<file path="src/rtl/flash_status_regs.vh">
// Opcodes, status bit positions and reset values for the status and
// write gating block. Definitions only; included by the block's module.
`ifndef FLASH_STATUS_REGS_VH
`define FLASH_STATUS_REGS_VH

// Status register bit positions
`define ST_BUSY_BIT 0
`define ST_LATCH_BIT 1
`define ST_BP_LSB 2
`define ST_BP_MSB 5
`define ST_QUAD_BIT 6
`define ST_WR_DIS_BIT 7
`define ST_RESET 8'h00

// Register access, latch control, reset and suspend
`define OP_READ_STATUS 8'h05
`define OP_WRITE_STATUS 8'h01
`define OP_WRITE_ENABLE 8'h06
`define OP_WRITE_DISABLE 8'h04
`define OP_READ_FUNCTION 8'h48
`define OP_READ_EXT_PARAMS 8'h81
`define OP_RESET_ENABLE 8'h66
`define OP_RESET_DEVICE 8'h99
`define OP_SUSPEND 8'h75

// Volatile register writes that run without the latch
`define OP_SET_READ_PARAMS_ALT 8'hc0
`define OP_WRITE_BANK_ALT 8'h17

// Chip erase codes
`define OP_CHIP_ERASE_A 8'hc7
`define OP_CHIP_ERASE_B 8'h60

// Pin synchroniser depth and frame counter width
`define SYNC_STAGES 3
`define FRAME_CNT_W 5
`endif

</file>
<file path="src/rtl/flash_status_write_gating.v">
// Status register, busy tracking and write-enable gating of a serial flash.
// Assumes a mode 0 single-line serial host on the pins, sampled by
// core_clk_i; the array engines finish busy operations with op_done_i.
`timescale 1ns/10ps
`include "flash_status_regs.vh"

module flash_status_write_gating (
  input wire core_clk_i,
  input wire reset_i,
  input wire sclk_i,
  input wire cs_n_i,
  input wire si_i,
  output reg so_o,
  output wire so_oe_o,
  input wire io2_i,
  output wire io2_o,
  output wire io2_oe_o,
  input wire io3_i,
  output wire io3_o,
  output wire io3_oe_o,
  input wire [5:0] nv_bits_i,
  output reg nv_wr_o,
  output reg [5:0] nv_data_o,
  input wire op_done_i,
  output reg cmd_valid_o,
  output reg [7:0] cmd_code_o,
  output wire [7:0] status_o,
  output wire quad_enable_o,
  output wire hold_n_o,
  output reg ready_o
);

  localparam ST_LOAD = 1'b0;
  localparam ST_RUN = 1'b1;
  localparam NPINS = 4;
  localparam [NPINS-1:0] PIN_IDLE = 4'hc;

  // Three-flop synchronisers; a change counts when stages 2 and 3 agree
  wire [NPINS-1:0] pin_raw;
  reg [NPINS-1:0] sync1_q;
  reg [NPINS-1:0] sync2_q;
  reg [NPINS-1:0] sync3_q;
  reg [NPINS-1:0] pin_q;
  reg [NPINS-1:0] pin_prev_q;
  assign pin_raw = {io3_i, io2_i, si_i, sclk_i};

  wire [NPINS-1:0] pin_d;
  genvar g;
  generate
    for (g = 0; g < NPINS; g = g + 1)
    begin : g_sync
      assign pin_d[g] = (sync2_q[g] == sync3_q[g]) ? sync3_q[g] : pin_q[g];
    end
  endgenerate

  // Protect and hold pins idle high; resetting their copies high avoids a
  // false protect or hold in the cycles after reset
  always @(posedge core_clk_i)
  begin
    if (reset_i)
    begin
      sync1_q <= PIN_IDLE;
      sync2_q <= PIN_IDLE;
      sync3_q <= PIN_IDLE;
      pin_q <= PIN_IDLE;
      pin_prev_q <= PIN_IDLE;
    end
    else
    begin
      sync1_q <= pin_raw;
      sync2_q <= sync1_q;
      sync3_q <= sync2_q;
      pin_q <= pin_d;
      pin_prev_q <= pin_q;
    end
  end

  // Chip select idles high, so it gets its own synchroniser with set reset
  reg cs1_q;
  reg cs2_q;
  reg cs3_q;
  reg cs_q;
  reg cs_prev_q;
  always @(posedge core_clk_i)
  begin
    if (reset_i)
    begin
      cs1_q <= 1'b1;
      cs2_q <= 1'b1;
      cs3_q <= 1'b1;
      cs_q <= 1'b1;
      cs_prev_q <= 1'b1;
    end
    else
    begin
      cs1_q <= cs_n_i;
      cs2_q <= cs1_q;
      cs3_q <= cs2_q;
      if (cs2_q == cs3_q)
        cs_q <= cs3_q;
      cs_prev_q <= cs_q;
    end
  end

  wire sclk_rise = pin_q[0] & ~pin_prev_q[0];
  wire sclk_fall = ~pin_q[0] & pin_prev_q[0];
  wire si_bit = pin_q[1];
  wire cs_rise = cs_q & ~cs_prev_q;

  // Status bits
  reg state_q;
  reg busy_q;
  reg wr_latch_q;
  reg [3:0] bp_q;
  reg quad_en_q;
  reg sr_protect_q;
  assign status_o = {sr_protect_q, quad_en_q, bp_q, wr_latch_q, busy_q};
  assign quad_enable_o = quad_en_q;

  // With quad enabled both pins are data lines; the quad data path lives
  // elsewhere, so here they are never driven and lose their control role
  assign io2_o = 1'b0;
  assign io2_oe_o = 1'b0;
  assign io3_o = 1'b0;
  assign io3_oe_o = 1'b0;
  wire wp_n = quad_en_q | pin_q[2];
  assign hold_n_o = quad_en_q | pin_q[3];

  // Instruction classes
  function gated;
    input [7:0] op;
    begin
      case (op)
        8'h02, 8'h12, 8'h32, 8'h38, 8'h34, 8'h3e: gated = 1'b1;
        8'hd7, 8'h20, 8'h21, 8'h52, 8'h5c, 8'hd8, 8'hdc,
        8'hc7, 8'h60: gated = 1'b1;
        8'h01, 8'h42, 8'h65, 8'h63, 8'h85, 8'h83, 8'h15,
        8'h18, 8'hc5: gated = 1'b1;
        8'hfb, 8'he1, 8'h64, 8'h62, 8'h91, 8'h7e, 8'h98: gated = 1'b1;
        8'hfd, 8'he3, 8'he4, 8'h2f, 8'ha6, 8'he8: gated = 1'b1;
        default: gated = 1'b0;
      endcase
    end
  endfunction

  // Gated writes that are purely volatile finish at once and leave busy clear
  function starts_busy;
    input [7:0] op;
    begin
      case (op)
        8'h63, 8'h83, 8'hc5, 8'hfb, 8'he1, 8'h91: starts_busy = 1'b0;
        default: starts_busy = gated(op);
      endcase
    end
  endfunction

  function allowed_busy;
    input [7:0] op;
    begin
      case (op)
        `OP_READ_STATUS, `OP_READ_FUNCTION, `OP_READ_EXT_PARAMS,
        `OP_RESET_ENABLE, `OP_RESET_DEVICE, `OP_SUSPEND: allowed_busy = 1'b1;
        default: allowed_busy = 1'b0;
      endcase
    end
  endfunction

  // Frame capture
  reg [`FRAME_CNT_W-1:0] bit_cnt_q;
  reg [7:0] shift_in_q;
  reg [7:0] opcode_q;
  reg [7:0] data_q;
  wire [7:0] in_byte = {shift_in_q[6:0], si_bit};
  wire have_op = bit_cnt_q >= 5'd8;
  wire have_data = bit_cnt_q >= 5'd16;

  always @(posedge core_clk_i)
  begin
    if (reset_i)
    begin
      bit_cnt_q <= 5'h00;
      shift_in_q <= 8'h00;
      opcode_q <= 8'h00;
      data_q <= 8'h00;
    end
    else if (cs_q)
      bit_cnt_q <= 5'h00;
    else if (sclk_rise)
    begin
      shift_in_q <= in_byte;
      if (bit_cnt_q != 5'h1f)
        bit_cnt_q <= bit_cnt_q + 5'd1;
      if (bit_cnt_q == 5'd7)
        opcode_q <= in_byte;
      if (bit_cnt_q == 5'd15)
        data_q <= in_byte;
    end
  end

  // Status read-out: the byte is reloaded every eight bits, so the host
  // sees a live busy flag while polling and the read repeats until select
  reg [2:0] out_cnt_q;
  reg [6:0] shift_out_q;
  reg out_en_q;
  wire reading = ~cs_q & have_op & (opcode_q == `OP_READ_STATUS);
  assign so_oe_o = out_en_q & ~cs_q;

  always @(posedge core_clk_i)
  begin
    if (reset_i)
    begin
      out_cnt_q <= 3'h0;
      shift_out_q <= 7'h00;
      out_en_q <= 1'b0;
      so_o <= 1'b0;
    end
    else if (cs_q)
    begin
      out_cnt_q <= 3'h0;
      out_en_q <= 1'b0;
    end
    else if (reading & sclk_fall)
    begin
      out_en_q <= 1'b1;
      out_cnt_q <= out_cnt_q + 3'd1;
      if (out_cnt_q == 3'd0)
      begin
        so_o <= status_o[7];
        shift_out_q <= status_o[6:0];
      end
      else
      begin
        so_o <= shift_out_q[6];
        shift_out_q <= {shift_out_q[5:0], 1'b0};
      end
    end
  end

  // Instruction execution at the end of the frame
  wire exec = cs_rise & have_op & (state_q == ST_RUN);
  wire accept = exec & (~busy_q | allowed_busy(opcode_q));
  wire sr_locked = sr_protect_q & ~wp_n;
  wire bp_clear = (bp_q == 4'h0);
  wire is_chip_erase = (opcode_q == `OP_CHIP_ERASE_A) | (opcode_q == `OP_CHIP_ERASE_B);

  always @(posedge core_clk_i)
  begin
    if (reset_i)
    begin
      state_q <= ST_LOAD;
      busy_q <= 1'b0;
      wr_latch_q <= 1'b0;
      bp_q <= 4'h0;
      quad_en_q <= 1'b0;
      sr_protect_q <= 1'b0;
      ready_o <= 1'b0;
      nv_wr_o <= 1'b0;
      nv_data_o <= 6'h00;
      cmd_valid_o <= 1'b0;
      cmd_code_o <= 8'h00;
    end
    else
    begin
      nv_wr_o <= 1'b0;
      cmd_valid_o <= 1'b0;
      case (state_q)
        ST_LOAD:
        begin
          {sr_protect_q, quad_en_q, bp_q} <= nv_bits_i;
          ready_o <= 1'b1;
          state_q <= ST_RUN;
        end
        ST_RUN:
        begin
          if (busy_q & op_done_i)
          begin
            busy_q <= 1'b0;
            wr_latch_q <= 1'b0;
          end
          if (accept)
          begin
            if (opcode_q == `OP_WRITE_ENABLE)
              wr_latch_q <= 1'b1;
            else if (opcode_q == `OP_WRITE_DISABLE)
              wr_latch_q <= 1'b0;
            else if (opcode_q == `OP_WRITE_STATUS)
            begin
              // Latch itself is left alone here
              if (wr_latch_q & have_data & ~sr_locked)
              begin
                {sr_protect_q, quad_en_q, bp_q} <= data_q[7:2];
                nv_data_o <= data_q[7:2];
                nv_wr_o <= 1'b1;
                busy_q <= 1'b1;
              end
            end
            else if (gated(opcode_q))
            begin
              // Discarded requests leave busy and outputs untouched
              if (wr_latch_q & ~(is_chip_erase & ~bp_clear))
              begin
                cmd_valid_o <= 1'b1;
                cmd_code_o <= opcode_q;
                busy_q <= starts_busy(opcode_q);
              end
            end
            else if (opcode_q != `OP_READ_STATUS)
            begin
              cmd_valid_o <= 1'b1;
              cmd_code_o <= opcode_q;
            end
          end
        end
        default:
          state_q <= ST_LOAD;
      endcase
    end
  end

endmodule

</file>
<file path="config.mk">
export PLATFORM = sky130hd
export DESIGN_NAME = flash_status_write_gating
export DESIGN_NICKNAME = d
export VERILOG_FILES = /design/src/rtl/flash_status_write_gating.v
export VERILOG_INCLUDE_DIRS = /design/src /design/src/rtl
export SDC_FILE = /design/constraint.sdc
export NUM_CORES = 1
export LEC_CHECK = 0
export BUFFER_PORTS_ARGS = -buffer_cell sky130_fd_sc_hd__buf_2
export CAP_MARGIN = 20
export CORE_UTILIZATION = 40
export DETAILED_ROUTE_END_ITERATION = 8
export PLACE_DENSITY = 0.56
export SKIP_LAST_GASP = 1
export SYNTH_ARGS = -nofsm -noshare
export SYNTH_HDL_FRONTEND = slang
export SYNTH_SLANG_ARGS = --single-unit
</file>
<file path="constraint.sdc">
create_clock -name core_clk_i -period 3.27 [get_ports core_clk_i]
set_input_delay 0 -clock core_clk_i [delete_from_list [all_inputs] [get_ports core_clk_i]]
set_output_delay 0 -clock core_clk_i [all_outputs]
set_load 0.05 [all_outputs]
</file>
Word-level counts from Yosys, hierarchy flattened
Cells that the tools add are included.
{"block": "word_totals", "inputBits": 14, "regBits": 88, "wordCells": 196}
{"block": "classes", "n_addsub": 2, "mux": 49, "bitwise_logic": 34, "order_cmp": 2, "n_reduce_logical": 17, "n_eq_ne": 60}
{"cell": "== test 8 bit, second input constant", "n": 18}
{"cell": "== test 8 x 7 -> 1 bit, second input constant", "n": 12}
{"cell": "== test 8 x 6 -> 1 bit, second input constant", "n": 7}
{"cell": "2-to-1 mux 1 bit", "n": 37}
{"cell": "OR reduction 37 bit", "n": 1}
{"cell": "== test 8 x 3 -> 1 bit, second input constant", "n": 3}
{"cell": "== test 8 x 5 -> 1 bit, second input constant", "n": 3}
{"cell": "2-to-1 mux 8 bit", "n": 3}
{"cell": "OR reduction 6 bit", "n": 4}
{"cell": "2-to-1 mux 4 bit", "n": 5}
{"cell": "bitwise AND 1 bit", "n": 16}
{"cell": "inverter 1 bit", "n": 14}
{"cell": "== test 8 x 1 -> 1 bit, second input constant", "n": 1}
{"cell": "== test 8 x 2 -> 1 bit, second input constant", "n": 1}
{"cell": "!= test 2 x 1 -> 1 bit, second input constant", "n": 4}
{"cell": "!= test 8 x 3 -> 1 bit, second input constant", "n": 1}
{"cell": "one-hot mux 4 bit (2 select lines)", "n": 1}
{"cell": "2-to-1 mux 7 bit", "n": 1}
{"cell": "AND reduction 7 bit", "n": 1}
{"cell": "AND reduction 2 bit", "n": 3}
{"cell": "AND reduction 3 bit", "n": 2}
{"cell": "AND reduction 6 bit", "n": 1}
{"cell": "adder 5 x 1 -> 5 bit, second input constant", "n": 1}
{"cell": "== test 1 bit", "n": 5}
{"cell": "14 further kinds", "n": 19}

Logic depth before layout (Yosys ltp)
{"block": "depth", "word_depth": 14, "ltp_mapped": 11}

Least setup slack after synthesis
OpenSTA, ideal clock, no wires.
{"block": "synth_timing", "kind": "reg-to-reg", "from": "reg opcode_q[1]", "to": "reg cmd_code_o[0]", "setup_time_ps": 128, "period_less_slack_ps": 2182, "n_path_buf": 1, "stages_incl_launch_ff": 9, "arrival_time_ps": 2054, "path_slack_ps": 1088, "required_time_ps": 3142, "path_cell_list": "dfxtp_1 and4bb_1 or3b_1 nor3b_1 or3_4 a211oi_2 buf_6 mux2i_1 nor2_1"}
{"block": "synth_between", "elab_chain_cells": 11, "word_cells_on_any_way": 69}
{"element": "start, declared", "line": "flash_status_write_gating.v:171", "rtl": "reg [7:0] opcode_q;"}
{"element": "start signal, assigned", "line": "flash_status_write_gating.v:194", "rtl": "opcode_q <= in_byte;"}
{"element": "== test 8 bit (tied with other cells)", "line": "flash_status_write_gating.v:133", "rtl": "case (op)"}
{"element": "OR reduction 37 bit (no line)"}
{"element": "2-to-1 mux 1 bit", "line": "flash_status_write_gating.v:133"}
{"element": "2-to-1 mux 1 bit", "line": "flash_status_write_gating.v:286", "rtl": "else if (opcode_q == `OP_WRITE_STATUS)"}
{"element": "2-to-1 mux 1 bit", "line": "flash_status_write_gating.v:284", "rtl": "else if (opcode_q == `OP_WRITE_DISABLE)"}
{"element": "2-to-1 mux 1 bit", "line": "flash_status_write_gating.v:282", "rtl": "if (opcode_q == `OP_WRITE_ENABLE)"}
{"element": "2-to-1 mux 1 bit", "line": "flash_status_write_gating.v:280", "rtl": "if (accept)"}
{"element": "2-to-1 mux 1 bit", "line": "flash_status_write_gating.v:266", "rtl": "case (state_q)"}
{"element": "2-to-1 mux 1 bit", "line": "flash_status_write_gating.v:248", "rtl": "if (reset_i)"}
{"element": "!= test 2 x 1 -> 1 bit (no line) or nonzero test 2 bit (tied branches)"}
{"element": "AND reduction 7 bit (no line)"}
{"element": "end signal, assigned", "line": "flash_status_write_gating.v:303", "rtl": "cmd_code_o <= opcode_q;"}
{"element": "end signal, assigned", "line": "flash_status_write_gating.v:310", "rtl": "cmd_code_o <= opcode_q;"}
{"element": "end, declared", "line": "flash_status_write_gating.v:26", "rtl": "output reg [7:0] cmd_code_o,"}
Several ways; a longest one is shown, not always the timed one. The select of a mux whose other input is x is not followed.
A chain may end at the register's enable or synchronous reset.

Worst setup path after layout
{"block": "layout_timing", "from": "reg opcode_q[7]", "to": "reg cmd_code_o[4]"}
The elaborated chain is that of the path after synthesis.

==> flow_summary.ini <==
[status]
status = completed

[layout]
syn2layout_area_growth_pct = 15.9
diodes = 0
layout.nets = 501
drive_gt1_share_pct = 17.7

[drt]
vias = 3175
first_iter_violations = 205
drt_pass1_iterations = 5
wirelength_um = 8960
routedWlPerCell_um = 14.6
drc = 0
vias_per_cell = 5.17
drt.antenna.violating_nets = 0

[floorplanning]
rows = 35
start_util_pct = 41.9
ios = 47
die-area_um2 = 10300
coreArea_um2 = 9420
die_x_um = 101
die_h_um = 101

[yosys]
yosys-top-cells-count = dfxtp_1 (86), nor2_1 (63), mux2i_1 (37), nand2_1 (30), a21oi_1 (17)
syn_avg_cell_area_um2 = 8.92
yosysUniqueCellTypes = 62
ys_seq_elements = 86
synth_edf_count = 0
yosys-top-cells-area = dfxtp_1 (44%), mux2i_1 (9.4%), nor2_1 (6.0%)
ys_seq_area_share_pct = 43.7
synth_flop_cell = dfxtp_1
syn_area_um2 = 3940
yosysMostFrequentCell = dfxtp_1
post_synth_inst_count = 442
yosys.area.top_type = dfxtp_1
synth_top_area_share_pct = 43.7
ys_warn_count = 0
async_flop_share_pct = 0

[worst_setup_path]
worst_setup_path_start_kind = flop
cpPeakStageDelay_ns = 0.89
reg2reg_to = cmd_code_o[4]
r2r_slack_ns = 0.32
ff2ff_path_depth = 8
crit_chain = and4b_1 -> o211ai_1 -> o311ai_1 -> nor3b_1 -> or3_4 -> a211oi_4 -> mux2i_1 -> nor2_1
slowest_stage = dfxtp_1
required_ns = 3.49
arrival_ns = 3.17
cp_max_fo = 27
end_kind = flop
r2r-start = opcode_q[7]
crit_type = flop to flop

[sta]
rsz0062_at_grt = false
setup_viol = 0
final_hold_viol_count = 0
max-slew-margin-rel_pct = 42.6
tightest_slew_ns = 0.859
timing.setup.tns_ns = 0
finalCritPeriodShare_pct = 90.2
finalCriticalPeriod_ns = 2.95
slew_violations = 0
clock_skew_ns = 0.0211
max_freq_mhz = 339

[flow_run]
max_cap_viol_count = 0

[placed_design]
dp_hpwl_um = 6170
portBuffers = 42
gp_congestion = 0.885

[grt]
antenna_found_initial = 0
grt.total_usage_pct = 18.5
overflow = 0
grt_pass1_vias = 2965
grt_max_degree = 39
grt_pass1_wl_um = 14700

[pwr]
p_total_mw = 2.06
p_leak_nw = 1.73
ir_worst_vdd_mv = 0.240
p_per_area_nw_per_um2 = 451

[clock_tree]
clk-insertion-delay-late_ns = 0.36
cts_tree = done
cts.reportedPaths.clkPinSlew_ns = 0.09
cts_root_buf = clkbuf_8
cts_max_path_buffers = 2
cts_sinks = 86
cts_setup_buffers = 0
cts_max_level = 3
numCtsBuffers = 9

[hold_path]
hold_path.class = input port to flop
hold_end = busy_q
min_delay_path_depth = 5
hp-start = op_done_i
[critical path: cells and delay by family, from the launching register on]
kind / cells / cell delay, ns
AO/OA/AOI/OAI: 3 / 0.78
flip-flops: 1 / 0.89
multiplexers: 1 / 0.25
AND/OR/NAND/NOR: 4 / 0.89
[through the flow]
stage | std cells | util (%) | area [um2] | setup WS (ns) | hold slack (ns)
finish | 614 | 48.5 | 4570 | 0.321 | 0.0980
global route | 614 | 48.5 | 4570 | 0.0783 | 0.149
CTS | 614 | 48.4 | 4560 | 0.109 | 0.0877
detailed placement | 588 | 44.7 | 4210 | 0.134 | 0.185
global placement | 588 | 44.7 | 4210 | 0.209 | 0.182
floorplan | 445 | - | 3950 | 1.09 | 0.104
[cell usage in the layout, fill, tap and decap left out, types with 8 or more instances in the layout]
cell           Yosys  final
clkbuf_8           0      9
nand2b_1          14     14
mux2i_1           37     37
or2_2             11     11
a211oi_1           8      8
nor2b_1           11     11
buf_2             14     42
buf_4              9     11
dlygate4sd3_1      0     11
inv_1             10     10
a21oi_1           17     17
dfxtp_1           86     86
nand3_1            8      8
nand2_1           30     30
nor2_1            63     63
[flip-flops by register name, indices dropped and copies added (netlist names), 3 cells and up]
register and flops:
pin_q 4, bit_cnt_q 5, out_cnt_q 3, shift_out_q 7
cmd_code_o 8, shift_in_q 7, sync3_q 4, data_q 6
opcode_q 8, sync1_q 4, sync2_q 4, bp_q 4
nv_data_o 6
[power breakdown]
part           switching [mW]  total (mW)  internal (mW)
clock network           0.388       0.899          0.511
registers             0.00886        1.07           1.06
logic                  0.0608      0.0911         0.0303
total                   0.458        2.06           1.60
[cells by family after synthesis]
| logic type | synth area share (%) |
|---|---|
| AND/OR/NAND/NOR | 25.7 |
| flip-flops | 43.7 |
| AO/OA/AOI/OAI | 11.5 |
| buffers and inverters | 6.16 |
| multiplexers | 9.39 |
| XOR/XNOR | 1.56 |
| adder cells (fa/ha/maj) | 1.90 |
| other | 0.0951 |
[how the worst max path moves through the flow]
| stage | start | cells past startpoint | endpoint |
|---|---|---|---|
| floorplan | opcode_q[1] | 8 | cmd_code_o[0] |
| CTS | opcode_q[4] | 7 | cmd_code_o[0] |
| global placement | opcode_q[7] | 8 | cmd_code_o[4] |
| detailed placement | opcode_q[4] | 7 | cmd_code_o[1] |
| finish | opcode_q[7] | 8 | cmd_code_o[4] |
| global route | opcode_q[6] | 9 | cmd_code_o[2] |
[area by class of cell]
type	count	area, um2
repair buffers	64	403
clock inverters	6	118
multi-input cells	310	2000
inverters	10	37.5
clock buffers	9	124
well taps	129	161
fillers	913	4850
flip-flops and latches	86	1720
[metal layers]
metal	share of wire (%)	track usage, %
met1	49	24.5
met2	47	29.2
met3	3.0	3.66
met4	1.6	8.47
met5	0	0
[timing repair]
action	4_1_cts	5_1_grt
resized for setup	0	1
hold endpoints to repair	11	0
hold buffers	11	0
setup endpoints to repair	0	8
(Power assumes the default switching activity.)
